===== src/pml_pkg.sv =====
// Purpose : Shared constants for the PLL multiplier and lock status block
// Assumes : 32-bit Avalon-MM register bus, 8-bit registers in byte lane 0
// Notes   : Register index times four gives the byte address
package pml_pkg;

  // Register indices and bus address width
  localparam logic [5:0] IDX_REF_DIV   = 6'h04;
  localparam logic [5:0] IDX_PLL_CTRL6 = 6'h05;
  localparam logic [5:0] IDX_STATUS    = 6'h06;
  localparam logic [5:0] IDX_LOCK_CTRL = 6'h08;
  localparam int unsigned ADDR_W       = 8;

  // Field positions
  localparam int unsigned VCO_SEL_LSB  = 0;
  localparam int unsigned SEL_W        = 5;
  localparam int unsigned CME_BIT      = 5;
  localparam int unsigned IRQ_EN_BIT   = 7;
  localparam int unsigned LOCKED_BIT   = 6;
  localparam int unsigned FLAG_BIT     = 7;
  localparam int unsigned RST_EN_BIT   = 6;

  // Reset values
  localparam logic [4:0] VCO_SEL_RST   = 5'h00;
  localparam logic [4:0] REF_DIV_RST   = 5'h00;

  // Multiplier decode
  localparam int unsigned MULT_W       = 6;
  localparam logic [5:0] MULT_BASE     = 6'h18;

  // Relock settle time
  localparam int unsigned CLK_PERIOD_NS = 10;
  localparam int unsigned SETTLE_NS     = 1000;
  localparam int unsigned SETTLE_CYC    = (SETTLE_NS + CLK_PERIOD_NS - 1) / CLK_PERIOD_NS;
  localparam int unsigned CNT_W         = 8;
  localparam logic [7:0]  SETTLE_LAST   = 8'(SETTLE_CYC - 1);
  localparam logic [7:0]  CNT_ONE       = 8'h01;

endpackage


===== src/pml_lock_if.sv =====
// Purpose : Carries lock tracking signals between control and monitor
// Assumes : Single clock domain
// Notes   : ctl drives requests, mon drives lock state
`timescale 1ns/10ps
interface pml_lock_if;
  logic pll_en;
  logic lock_detect;
  logic cfg_change;
  logic locked;
  logic loss_evt;
  logic clk_gate_en;

  modport ctl (output pll_en, output lock_detect, output cfg_change,
               input locked, input loss_evt, input clk_gate_en);
  modport mon (input pll_en, input lock_detect, input cfg_change,
               output locked, output loss_evt, output clk_gate_en);
endinterface


===== src/pml_lock_mon.sv =====
// Purpose : Tracks PLL lock, flags loss of lock, gates the PLL output clock
// Assumes : Raw lock detect is synchronous to ref_clk
// Notes   : Lock is indicated only after detect has held for the settle time
`timescale 1ns/10ps
module pml_lock_mon (
  // Clock and reset
  input  wire logic ref_clk,
  input  wire logic rst_n,
  // Lock signals
  pml_lock_if.mon   lk
);

  logic                         locked_r;
  logic                         locked_nxt;
  logic                         loss_r;
  logic                         loss_nxt;
  logic                         gate_r;
  logic                         gate_nxt;
  logic [pml_pkg::CNT_W-1:0]    cnt_r;
  logic [pml_pkg::CNT_W-1:0]    cnt_nxt;

  ////////////////////////////////////////////////////////////////////////////
  // Next state
  always_comb begin
    locked_nxt = locked_r;
    cnt_nxt    = cnt_r;
    loss_nxt   = 1'b0;
    if (!lk.pll_en) begin
      locked_nxt = 1'b0;
      cnt_nxt    = '0;
    end else if (lk.cfg_change) begin
      locked_nxt = 1'b0;
      cnt_nxt    = '0;
    end else if (locked_r) begin
      if (!lk.lock_detect) begin
        locked_nxt = 1'b0;
        loss_nxt   = 1'b1;
        cnt_nxt    = '0;
      end
    end else if (lk.lock_detect) begin
      if (cnt_r == pml_pkg::SETTLE_LAST) begin
        locked_nxt = 1'b1;
      end else begin
        cnt_nxt = cnt_r + pml_pkg::CNT_ONE;
      end
    end else begin
      cnt_nxt = '0;
    end
    gate_nxt = lk.pll_en && locked_nxt;
  end

  ////////////////////////////////////////////////////////////////////////////
  // Registers
  always_ff @(posedge ref_clk or negedge rst_n) begin
    if (!rst_n) begin
      locked_r <= 1'b0;
      loss_r   <= 1'b0;
      gate_r   <= 1'b0;
      cnt_r    <= '0;
    end else begin
      locked_r <= locked_nxt;
      loss_r   <= loss_nxt;
      gate_r   <= gate_nxt;
      cnt_r    <= cnt_nxt;
    end
  end

  assign lk.locked      = locked_r;
  assign lk.loss_evt    = loss_r;
  assign lk.clk_gate_en = gate_r;

endmodule


===== src/pml_top.sv =====
// Purpose : PLL multiplier select, lock status and loss-of-lock routing
// Assumes : Avalon-MM slave with one wait cycle per access
// Notes   : Registers occupy byte lane 0; upper bits read zero
// How it works
// - Multiply factor equals 24 plus code
// - Sticky flag sets when acquired lock lost
// - Reset or write-one clears flag; zero ignored
// - Interrupt request when flag set and enabled
// - Reset request when flag set and enabled
// - Divider or multiplier change clears lock indication
// - Output clock gated while enabled and unlocked
//
// Implementation choice: register access over Avalon-MM.
`timescale 1ns/10ps
module pml_top (
  // Clock and reset
  input  wire  logic                         ref_clk,
  input  wire  logic                         rst_n,
  // Avalon-MM slave
  input  wire  logic [pml_pkg::ADDR_W-1:0]   avs_address,
  input  wire  logic                         avs_read,
  input  wire  logic                         avs_write,
  input  wire  logic [31:0]                  avs_writedata,
  input  wire  logic [3:0]                   avs_byteenable,
  output logic       [31:0]                  avs_readdata,
  output logic                               avs_waitrequest,
  // PLL side
  input  wire  logic                         pll_en,
  input  wire  logic                         pll_lock_detect,
  output logic       [pml_pkg::MULT_W-1:0]   vco_mult_factor,
  output logic       [pml_pkg::SEL_W-1:0]    ref_divider_sel,
  output logic                               pll_locked,
  output logic                               pll_clk_enable,
  // Clock monitor and requests
  output logic                               ext_clock_monitor_en,
  output logic                               lock_loss_irq,
  output logic                               lock_loss_reset_req
);

  ////////////////////////////////////////////////////////////////////////////
  // Declarations
  logic [pml_pkg::SEL_W-1:0]   vco_sel_r;
  logic [pml_pkg::SEL_W-1:0]   vco_sel_nxt;
  logic [pml_pkg::SEL_W-1:0]   ref_div_r;
  logic [pml_pkg::SEL_W-1:0]   ref_div_nxt;
  logic                        cme_r;
  logic                        cme_nxt;
  logic                        irq_en_r;
  logic                        irq_en_nxt;
  logic                        rst_en_r;
  logic                        rst_en_nxt;
  logic                        flag_r;
  logic                        flag_nxt;
  logic [pml_pkg::MULT_W-1:0]  mult_r;
  logic [pml_pkg::MULT_W-1:0]  mult_nxt;
  logic                        irq_r;
  logic                        irq_nxt;
  logic                        rreq_r;
  logic                        rreq_nxt;
  logic [31:0]                 rdata_r;
  logic [31:0]                 rdata_nxt;
  logic                        wait_r;
  logic                        wait_nxt;
  logic                        locked_out_r;
  logic                        gate_out_r;
  logic [5:0]                  idx;
  logic                        req;
  logic                        commit_wr;
  logic [7:0]                  wbyte;
  logic [7:0]                  rbyte;

  pml_lock_if lk ();

  ////////////////////////////////////////////////////////////////////////////
  // Bus decode
  assign idx       = avs_address[pml_pkg::ADDR_W-1:2];
  assign req       = avs_read || avs_write;
  assign commit_wr = avs_write && !wait_r && avs_byteenable[0];
  assign wbyte     = avs_writedata[7:0];

  always_comb begin
    rbyte = 8'h00;
    case (idx)
      pml_pkg::IDX_REF_DIV: begin
        rbyte[pml_pkg::SEL_W-1:0] = ref_div_r;
      end
      pml_pkg::IDX_PLL_CTRL6: begin
        rbyte[pml_pkg::IRQ_EN_BIT]             = irq_en_r;
        rbyte[pml_pkg::CME_BIT]                = cme_r;
        rbyte[pml_pkg::SEL_W-1:0]              = vco_sel_r;
      end
      pml_pkg::IDX_STATUS: begin
        rbyte[pml_pkg::FLAG_BIT]               = flag_r;
        rbyte[pml_pkg::LOCKED_BIT]             = lk.locked;
      end
      pml_pkg::IDX_LOCK_CTRL: begin
        rbyte[pml_pkg::RST_EN_BIT]             = rst_en_r;
      end
      default: begin
        rbyte = 8'h00;
      end
    endcase
  end

  ////////////////////////////////////////////////////////////////////////////
  // Bus handshake: one wait cycle, then answer
  always_comb begin
    wait_nxt  = 1'b1;
    rdata_nxt = rdata_r;
    if (req && wait_r) begin
      wait_nxt  = 1'b0;
      rdata_nxt = {24'h000000, rbyte};
    end
  end

  always_ff @(posedge ref_clk or negedge rst_n) begin
    if (!rst_n) begin
      wait_r  <= 1'b1;
      rdata_r <= 32'h00000000;
    end else begin
      wait_r  <= wait_nxt;
      rdata_r <= rdata_nxt;
    end
  end

  ////////////////////////////////////////////////////////////////////////////
  // Control registers
  always_comb begin
    vco_sel_nxt = vco_sel_r;
    ref_div_nxt = ref_div_r;
    cme_nxt     = cme_r;
    irq_en_nxt  = irq_en_r;
    rst_en_nxt  = rst_en_r;
    if (commit_wr) begin
      case (idx)
        pml_pkg::IDX_REF_DIV: begin
          ref_div_nxt = wbyte[pml_pkg::SEL_W-1:0];
        end
        pml_pkg::IDX_PLL_CTRL6: begin
          irq_en_nxt  = wbyte[pml_pkg::IRQ_EN_BIT];
          cme_nxt     = wbyte[pml_pkg::CME_BIT];
          vco_sel_nxt = wbyte[pml_pkg::VCO_SEL_LSB +: pml_pkg::SEL_W];
        end
        pml_pkg::IDX_LOCK_CTRL: begin
          rst_en_nxt  = wbyte[pml_pkg::RST_EN_BIT];
        end
        default: begin
          rst_en_nxt  = rst_en_r;
        end
      endcase
    end
  end

  always_ff @(posedge ref_clk or negedge rst_n) begin
    if (!rst_n) begin
      vco_sel_r <= pml_pkg::VCO_SEL_RST;
      ref_div_r <= pml_pkg::REF_DIV_RST;
      cme_r     <= 1'b0;
      irq_en_r  <= 1'b0;
      rst_en_r  <= 1'b0;
    end else begin
      vco_sel_r <= vco_sel_nxt;
      ref_div_r <= ref_div_nxt;
      cme_r     <= cme_nxt;
      irq_en_r  <= irq_en_nxt;
      rst_en_r  <= rst_en_nxt;
    end
  end

  ////////////////////////////////////////////////////////////////////////////
  // Lock monitor
  assign lk.pll_en      = pll_en;
  assign lk.lock_detect = pll_lock_detect;
  assign lk.cfg_change  = (vco_sel_nxt != vco_sel_r) || (ref_div_nxt != ref_div_r);

  pml_lock_mon u_lock_mon (
    .ref_clk (ref_clk),
    .rst_n   (rst_n),
    .lk      (lk)
  );

  ////////////////////////////////////////////////////////////////////////////
  // Sticky flag and request routing
  always_comb begin
    flag_nxt = flag_r;
    if (commit_wr && (idx == pml_pkg::IDX_STATUS) && wbyte[pml_pkg::FLAG_BIT]) begin
      flag_nxt = 1'b0;
    end
    if (lk.loss_evt) begin
      flag_nxt = 1'b1;
    end
    irq_nxt  = flag_nxt && irq_en_nxt;
    rreq_nxt = flag_nxt && rst_en_nxt;
    mult_nxt = pml_pkg::MULT_BASE + {1'b0, vco_sel_nxt};
  end

  always_ff @(posedge ref_clk or negedge rst_n) begin
    if (!rst_n) begin
      flag_r       <= 1'b0;
      irq_r        <= 1'b0;
      rreq_r       <= 1'b0;
      mult_r       <= pml_pkg::MULT_BASE;
      locked_out_r <= 1'b0;
      gate_out_r   <= 1'b0;
    end else begin
      flag_r       <= flag_nxt;
      irq_r        <= irq_nxt;
      rreq_r       <= rreq_nxt;
      mult_r       <= mult_nxt;
      locked_out_r <= lk.locked;
      gate_out_r   <= lk.clk_gate_en;
    end
  end

  ////////////////////////////////////////////////////////////////////////////
  // Outputs
  assign avs_readdata         = rdata_r;
  assign avs_waitrequest      = wait_r;
  assign vco_mult_factor      = mult_r;
  assign ref_divider_sel      = ref_div_r;
  assign pll_locked           = locked_out_r;
  assign pll_clk_enable       = gate_out_r;
  assign ext_clock_monitor_en = cme_r;
  assign lock_loss_irq        = irq_r;
  assign lock_loss_reset_req  = rreq_r;

endmodule


===== config.mk =====
export PLATFORM = sky130hd
export DESIGN_NAME = pml_top
export DESIGN_NICKNAME = d
export VERILOG_FILES = /design/src/pml_pkg.sv /design/src/pml_lock_if.sv /design/src/pml_lock_mon.sv /design/src/pml_top.sv
export SDC_FILE = /design/constraint.sdc
export NUM_CORES = 1
export LEC_CHECK = 0
export ABC_AREA = 1
export ABC_CLOCK_PERIOD_IN_PS = 1500
export BUFFER_PORTS_ARGS = -buffer_cell sky130_fd_sc_hd__buf_4
export CORE_MARGIN = 4
export CORE_UTILIZATION = 35
export DETAILED_ROUTE_END_ITERATION = 16
export GPL_TIMING_DRIVEN = 0
export PLACE_DENSITY = 0.76
export SYNTH_ARGS = -nofsm -noshare
export SYNTH_HDL_FRONTEND = slang
export SYNTH_SLANG_ARGS = --single-unit
export TNS_END_PERCENT = 10

===== constraint.sdc =====
create_clock -name ref_clk -period 1.5 [get_ports ref_clk]
set_input_delay 0.3 -clock ref_clk [delete_from_list [all_inputs] [get_ports ref_clk]]
set_output_delay 0.3 -clock ref_clk [all_outputs]
set_load 0.005 [all_outputs]

==> metrics.cfg, run 1 <==
[final_layout]
drive_gt1_share_pct=34.1
nFillCells=624
fin_nets=432
final_util_pct=48.3
antenna_cells=0
synthToLayoutAreaGrowth_pct=34.0

[detailed_routing]
drt_wl_total_um=5420
drtIter0Drc=112
drt_first_pass_iters=5
vias=2069
ant_nets=0
via_per_inst=4.52
wl_per_cell_um=11.8
drc=0

[floorplanning]
die_h_um=89.1
coreArea_um2=6390
dieWidth_um=89.1
io-pin-count=99
rows=29
start_util_pct=36.1
die-area_um2=7940

[sta]
finalCritPeriodShare_pct=110
worstMarginPinSlew_ns=0.506
hold_viol=0
min_period_ns=1.64
slew_headroom_pct=66.3
setup_violations=10
setup_tns_ns=-1.25
rsz0062_at_grt=true
max_freq_mhz=608
layout_setup_ws_ns=-0.144
slew_viol_final=0
finalClockSkew_ns=0.00649

[critical_path]
crit_type=reg -> reg
cp-startpoint=avs_waitrequest
critPathBufInv=2
cp_slowest_cell=dfstp_2
critPathMaxStageDelay_ns=0.56
crit_path_cell_trace=nor2_4 > inv_4 > nor2_4 > buf_6 > nand3_2 > nand3_2 > nor3_4 > nand2_4 > nor2_2
worst_ep_arrival_time_ns=1.87
cp_max_fo=6
cp-end-kind=register
critPathRequiredTime_ns=1.73
r2r-start=avs_waitrequest
cp_top_family=simple AND/OR/NAND/NOR gates
start_kind=register

[grt]
first_global_vias=1993
antenna_found_initial=0
grtUsageTotal_pct=14.2
grt_overflow=0
grt_max_degree=40
grt_pass1_wl_um=8740

[clock_network]
cts_made_buffers=5
cts.sinks=39
h-tree-depth=2
clk_path_buf_depth=2
clkSlewWorstSetupHoldPaths_ns=0.07
cts_tree=built
clk_latency_ns=0.29
root_buffer=clkbuf_8

[power]
leakage_nw=1.67
power_density_nw_per_um2=787
ir_drop_v=0.000306

[logic_synthesis]
synthCells=295
synth_cell_types=31
avgSynthCellArea_um2=7.80
synth_warnings=0
ys_seq_area_share_pct=42.6
syn_area_um2=2300
ys_seq_elements=39

[min_path]
holdCritPathClass=in -> reg
hold_start=avs_writedata[5]

[placement]
place_hpwl_um=3830
gp_congestion=0.858
placement.io_buffers=45

[status]
violations=setup timing
outcome=complete, but fails checks

[flow_run]
cap_violations=0

through the flow:
step	instance area, µm²	total power [mW]	hold slack, ns	worst slack, ns	std cells
2_1_floorplan	2390	1.34	0.00441	-0.0245	318
3_3_place_gp	2830	1.51	0.296	-0.381	440
3_5_place_dp	2830	1.52	0.302	-0.392	440
4_1_cts	3070	2.45	0.215	-0.154	458
5_1_grt	3090	2.56	0.250	-0.250	458
6_report	3090	2.43	0.223	-0.144	458
layer usage:
metal / global-route usage, % / wire, µm / up-vias
met1: 16.1 / 2220 / 962
met3: 4.15 / 449 / 7
li1: - / - / 1047
met2: 24.7 / 2670 / 53
met4: 6.09 / 79 / 0
met5: 0 / 0 / -
worst min-delay path, delay by kind of cell:
kind	cells	cell delay, ns
buf+inv	1	0.08
compound gates	1	0.06
simple gates	1	0.04
flip-flops by register name (all words and copies together), names as in the netlist, 2 cells and up:
name              flops
avs_readdata          8
ref_divider_sel       5
u_lock_mon.cnt_r      8
vco_mult_factor       6
vco_sel_r             2
final timing paths:
kind,slack (ns),to,cells after the start
max,-0.14,u_lock_mon.cnt_r[6],9
min,0.22,ext_clock_monitor_en,3
max reg2reg,-0.14,u_lock_mon.cnt_r[6],9
min reg2reg,0.41,pll_clk_enable,0
max in group asynchronous,0.62,avs_waitrequest,2
min in group asynchronous,0.52,vco_mult_factor[0],2
report_power, final:
part	leakage (nW)	total, mW	switching [mW]	internal (mW)
Sequential	0.516	1.16	0.0459	1.11
Clock	0.0612	0.904	0.366	0.538
Combinational	1.09	0.367	0.181	0.186
placed cells by master, fill, tap and decap left out:
master and instances:
buf_4 80, nand4_1 8, and2_1 1, o211ai_1 1, nand3_1 18, nand3_2 6
inv_4 1, nor2_1 16, o31ai_1 2, nand3b_1 2, o21ai_1 1, clkinv_2 1
conb_1 24, nor3_1 1, nor2_2 15, o21ai_0 21, dlygate4sd3_1 1, ha_1 2
clkbuf_8 6, nor3_4 1, a21oi_1 6, bufinv_16 1, dfstp_2 3, a31oi_1 1
nor2_4 4, clkbuf_2 1, o22ai_1 3, inv_2 1, inv_1 52, nand2_1 51
a21o_1 1, xor2_1 3, o21ai_2 2, buf_2 1, dfrtp_1 36, mux2_2 1
buf_6 4, nand2_4 2
final cells by class:
type	count	area (µm²)	share of cell area, %
buffer	33	250	8.11
inverter	54	205	6.65
tap	77	96.3	3.12
multi-input combinational	193	1020	33.1
timing repair buffer	54	415	13.5
clock buffer	6	82.6	2.68
sequential	39	980	31.8
clock inverter	2	35.0	1.14
cells in the mapped netlist:
cell,count,share of area (%)
o211ai_1,1,0.33
nand3_2,1,0.43
nand2_4,1,0.49
xor2_1,3,1.1
and2_1,1,0.27
dfrtp_1,36,39
a21oi_1,6,1.3
dfstp_2,3,3.4
a31oi_1,1,0.27
nor3_2,1,0.43
buf_4,29,9.5
mux2_2,1,0.49
nor2_4,3,1.5
nand3b_1,2,0.65
nor2_2,15,4.1
nand3_1,23,5.0
clkbuf_1,1,0.16
nand4_1,8,2.2
buf_2,2,0.43
inv_1,52,8.5
nor2_1,17,2.8
a21o_1,1,0.33
buf_6,1,0.49
ha_1,2,1.1
nand2_1,51,8.3
o22ai_1,3,0.82
conb_1,1,0.16
o21ai_0,24,5.2
inv_2,2,0.33
o31ai_1,2,0.65
nor3_1,1,0.22
cell families after synthesis:
kind of cell	share of synthesized area, %
other	0.163
buffers and inverters	19.3
adder cells (fa/ha/maj)	1.09
XOR/XNOR	1.14
AND/OR/NAND/NOR	26.3
multiplexers	0.489
flip-flops	42.6
AO/OA/AOI/OAI	8.91
timing repair:
action | in CTS | in global routing
buffers inserted | 7 | 0
hold buffers | 1 | 0
endpoints found under the setup margin | 15 | 19
resized for setup | 13 | 7
endpoints found under the hold margin | 36 | 0
cloned | 2 | 0
pin swaps | 10 | 3
(Power assumes the default switching activity.)
==> run 2, diff against run 1 <==
- ABC_CLOCK_PERIOD_IN_PS: 1500 -> 1710
- PLACE_DENSITY: 0.76 -> 0.74
- clock period: 1.5 -> 1.71 ns (I/O delays scaled with it)
==> run 2 against run 1 <==
Clock power shrank 15%. Global-route usage shrank 0.70 points. Count of clock-buffer cells in the layout shrank 1. Clock skew grew 0.0051 ns. Sequential cell count is the same. The flow still finishes with violations (setup timing). Core utilization is essentially flat. Critical path type unchanged. Critical endpoint is now u_lock_mon.lk.loss_evt. Non-clock buffer count shrank 1. Power shrank 14%. Sequential share of layout area is essentially flat.
==> metrics.cfg, run 2 (synthesized netlist as in run 1, its figures left out) <==
[clock_network]
root_buffer=clkbuf_8
cts_tree=built
h-tree-depth=2  ; unchanged
cts.sinks=39  ; unchanged
cts_made_buffers=5  ; unchanged
clk_latency_ns=0.30  ; about the same
hold_buffers=0  ; -1
clkSlewWorstSetupHoldPaths_ns=0.08  ; about the same
clk_path_buf_depth=2  ; unchanged

[critical_path]
cp_top_family=simple AND/OR/NAND/NOR gates
cp_slowest_cell=dfstp_2
r2r-start=avs_waitrequest
cp_max_fo=5  ; -1
critPathRequiredTime_ns=1.95  ; +0.22 ns
cp-end-kind=register
crit_path_cell_trace=nor2_4 > inv_4 > nor2_4 > buf_6 > nand3_1 > nand3_2 > nor3_4 > buf_6 > nand2_8 > nor2_2
rrSetupSlack_ns=-0.07  ; +0.07 ns
critPathBufInv=3  ; +1
worst_ep_arrival_time_ns=2.02  ; +0.15 ns
crit_type=reg -> reg
rr_worst_depth=10  ; +1
reg2reg_to=u_lock_mon.lk.loss_evt
critPathMaxStageDelay_ns=0.57  ; about the same
start_kind=register

[sta]
rsz0062_at_grt=true
min_period_ns=1.78  ; +0.136 ns
holdWs_ns=0.00720  ; -0.216 ns
max_freq_mhz=562  ; -7.6%
finalCritPeriodShare_pct=104  ; -5.5 points
worstMarginPinSlew_ns=0.659  ; +0.153 ns
layout_setup_ws_ns=-0.0691  ; +0.0744 ns
slew_headroom_pct=55.6  ; -11 points
slew_viol_final=0  ; unchanged
hold_viol=0  ; unchanged
finalClockSkew_ns=0.0116  ; +0.00512 ns
setup_violations=9  ; -1

[final_layout]
drive_gt1_share_pct=32.9  ; -1.2 points
multi_input_area_um2=1020  ; +0.12%
nFillCells=629  ; +0.80%
layout_common_cells=buf_4, inv_1, nand2_1
ff_latch_area_um2=980  ; unchanged
synthToLayoutAreaGrowth_pct=33.9  ; about the same
antenna_cells=0  ; unchanged
fin_nets=431  ; -0.23%
final_common_cell=buf_4

[floorplanning]
dieWidth_um=89.1  ; unchanged
die-area_um2=7940  ; unchanged
io-pin-count=99  ; unchanged
coreArea_um2=6390  ; unchanged
die_h_um=89.1  ; unchanged
start_util_pct=36.1  ; unchanged
rows=29  ; unchanged

[detailed_routing]
drtIter0Drc=127  ; +13%
drt_first_pass_iters=4  ; -1
via_per_inst=4.49  ; -0.60%
wl_per_cell_um=12.0  ; +1.5%
drt_wl_total_um=5490  ; +1.3%
drc=0  ; unchanged
vias=2052  ; -0.82%
ant_nets=0  ; unchanged

[power]
switching_share_pct=25.4  ; +0.95 points
clock_power_share_pct=36.7  ; -0.5 points
leakage_nw=1.67  ; -0.22%
p_comb_share_pct=14.9  ; -0.2 points
cell_internal_pwr_mw=1.57  ; -15%
seq_power_share_pct=48.4  ; +0.7 points
power_density_nw_per_um2=680  ; -14%
switchingPower_mw=0.532  ; -10%
ir_drop_v=0.000339  ; +11%

[flow_run]
cap_violations=0  ; unchanged

[placement]
place_ws_ns=-0.332  ; +0.0602 ns
placement.io_buffers=45  ; unchanged
gp_congestion=0.862  ; +0.42%
place_hpwl_um=3930  ; +2.7%

[grt]
first_global_vias=1899  ; -4.7%
grt_pass1_wl_um=8330  ; -4.7%
grt_max_degree=40  ; unchanged
grt_overflow=0  ; unchanged
antenna_found_initial=0  ; unchanged
grtUsageTotal_pct=13.5  ; -0.70 points

[status]
violations=setup timing
outcome=complete, but fails checks

[min_path]
holdCritPathClass=in -> async

## run 2: cell types whose count changed in the layout (fill, tap and decap cells not counted), sizes merged
cell,change
clkinv,+1
dlygate4sd3,-1
clkbuf,-1
## run 2: worst max path at each step
stage,start,to,slack [ns],depth (start not counted)
floorplan,avs_address[5],vco_mult_factor[4],0.14,10
global placement,avs_address[5],vco_mult_factor[4],-0.30,11
detailed placement,avs_address[5],vco_mult_factor[4],-0.33,11
CTS,avs_waitrequest,vco_mult_factor[4],0.005,7
global route,avs_waitrequest,u_lock_mon.cnt_r[2],-0.16,10
finish,avs_waitrequest,u_lock_mon.lk.loss_evt,-0.07,10
## run 2: final cells by class
type | instances | area share (%)
clock inverters | 3 | 1.42
plain buffers | 33 | 7.95
inverters | 54 | 6.66
repair buffers | 53 | 13.7
well taps | 77 | 3.12
multi-input cells | 193 | 33.2
flip-flops and latches | 39 | 31.8
clock buffers | 5 | 2.23
## run 2: timing repair
item                       4_1_cts  5_1_grt
setup endpoints to repair        2       12
resized for setup                1       16
pin swaps                        1       12
buffers inserted                 2        5
cloned                           0        2
## run 2: power groups by stage
stage	registers [mW]	logic, mW	clock network [mW]
floorplan	1.03	0.154	0
global placement	1.03	0.298	0
global route	1.02	0.354	0.824
CTS	1.01	0.303	0.793
finish	1.02	0.312	0.770
detailed placement	1.03	0.302	0
## run 2: per-stage QoR
stage	instances	util [%]	instance area [µm²]	setup TNS, ns	total power, mW
3_5_place_dp	440	44.2	2820	-1.78	1.33
5_1_grt	457	48.3	3080	-1.45	2.20
6_report	457	48.3	3080	-0.359	2.10
3_3_place_gp	440	44.2	2820	-1.35	1.33
2_1_floorplan	318	-	2390	0	1.18
4_1_cts	450	46.2	2950	0	2.11
## run 2: per-layer routing
| layer | vias up | wire [µm] | GRT usage [%] |
|---|---|---|---|
| met3 | 6 | 501 | 4.42 |
| li1 | 1046 | - | - |
| met4 | 0 | 85 | 6.22 |
| met2 | 70 | 2750 | 23.0 |
| met1 | 930 | 2150 | 15.3 |
| met5 | - | 0 | 0 |
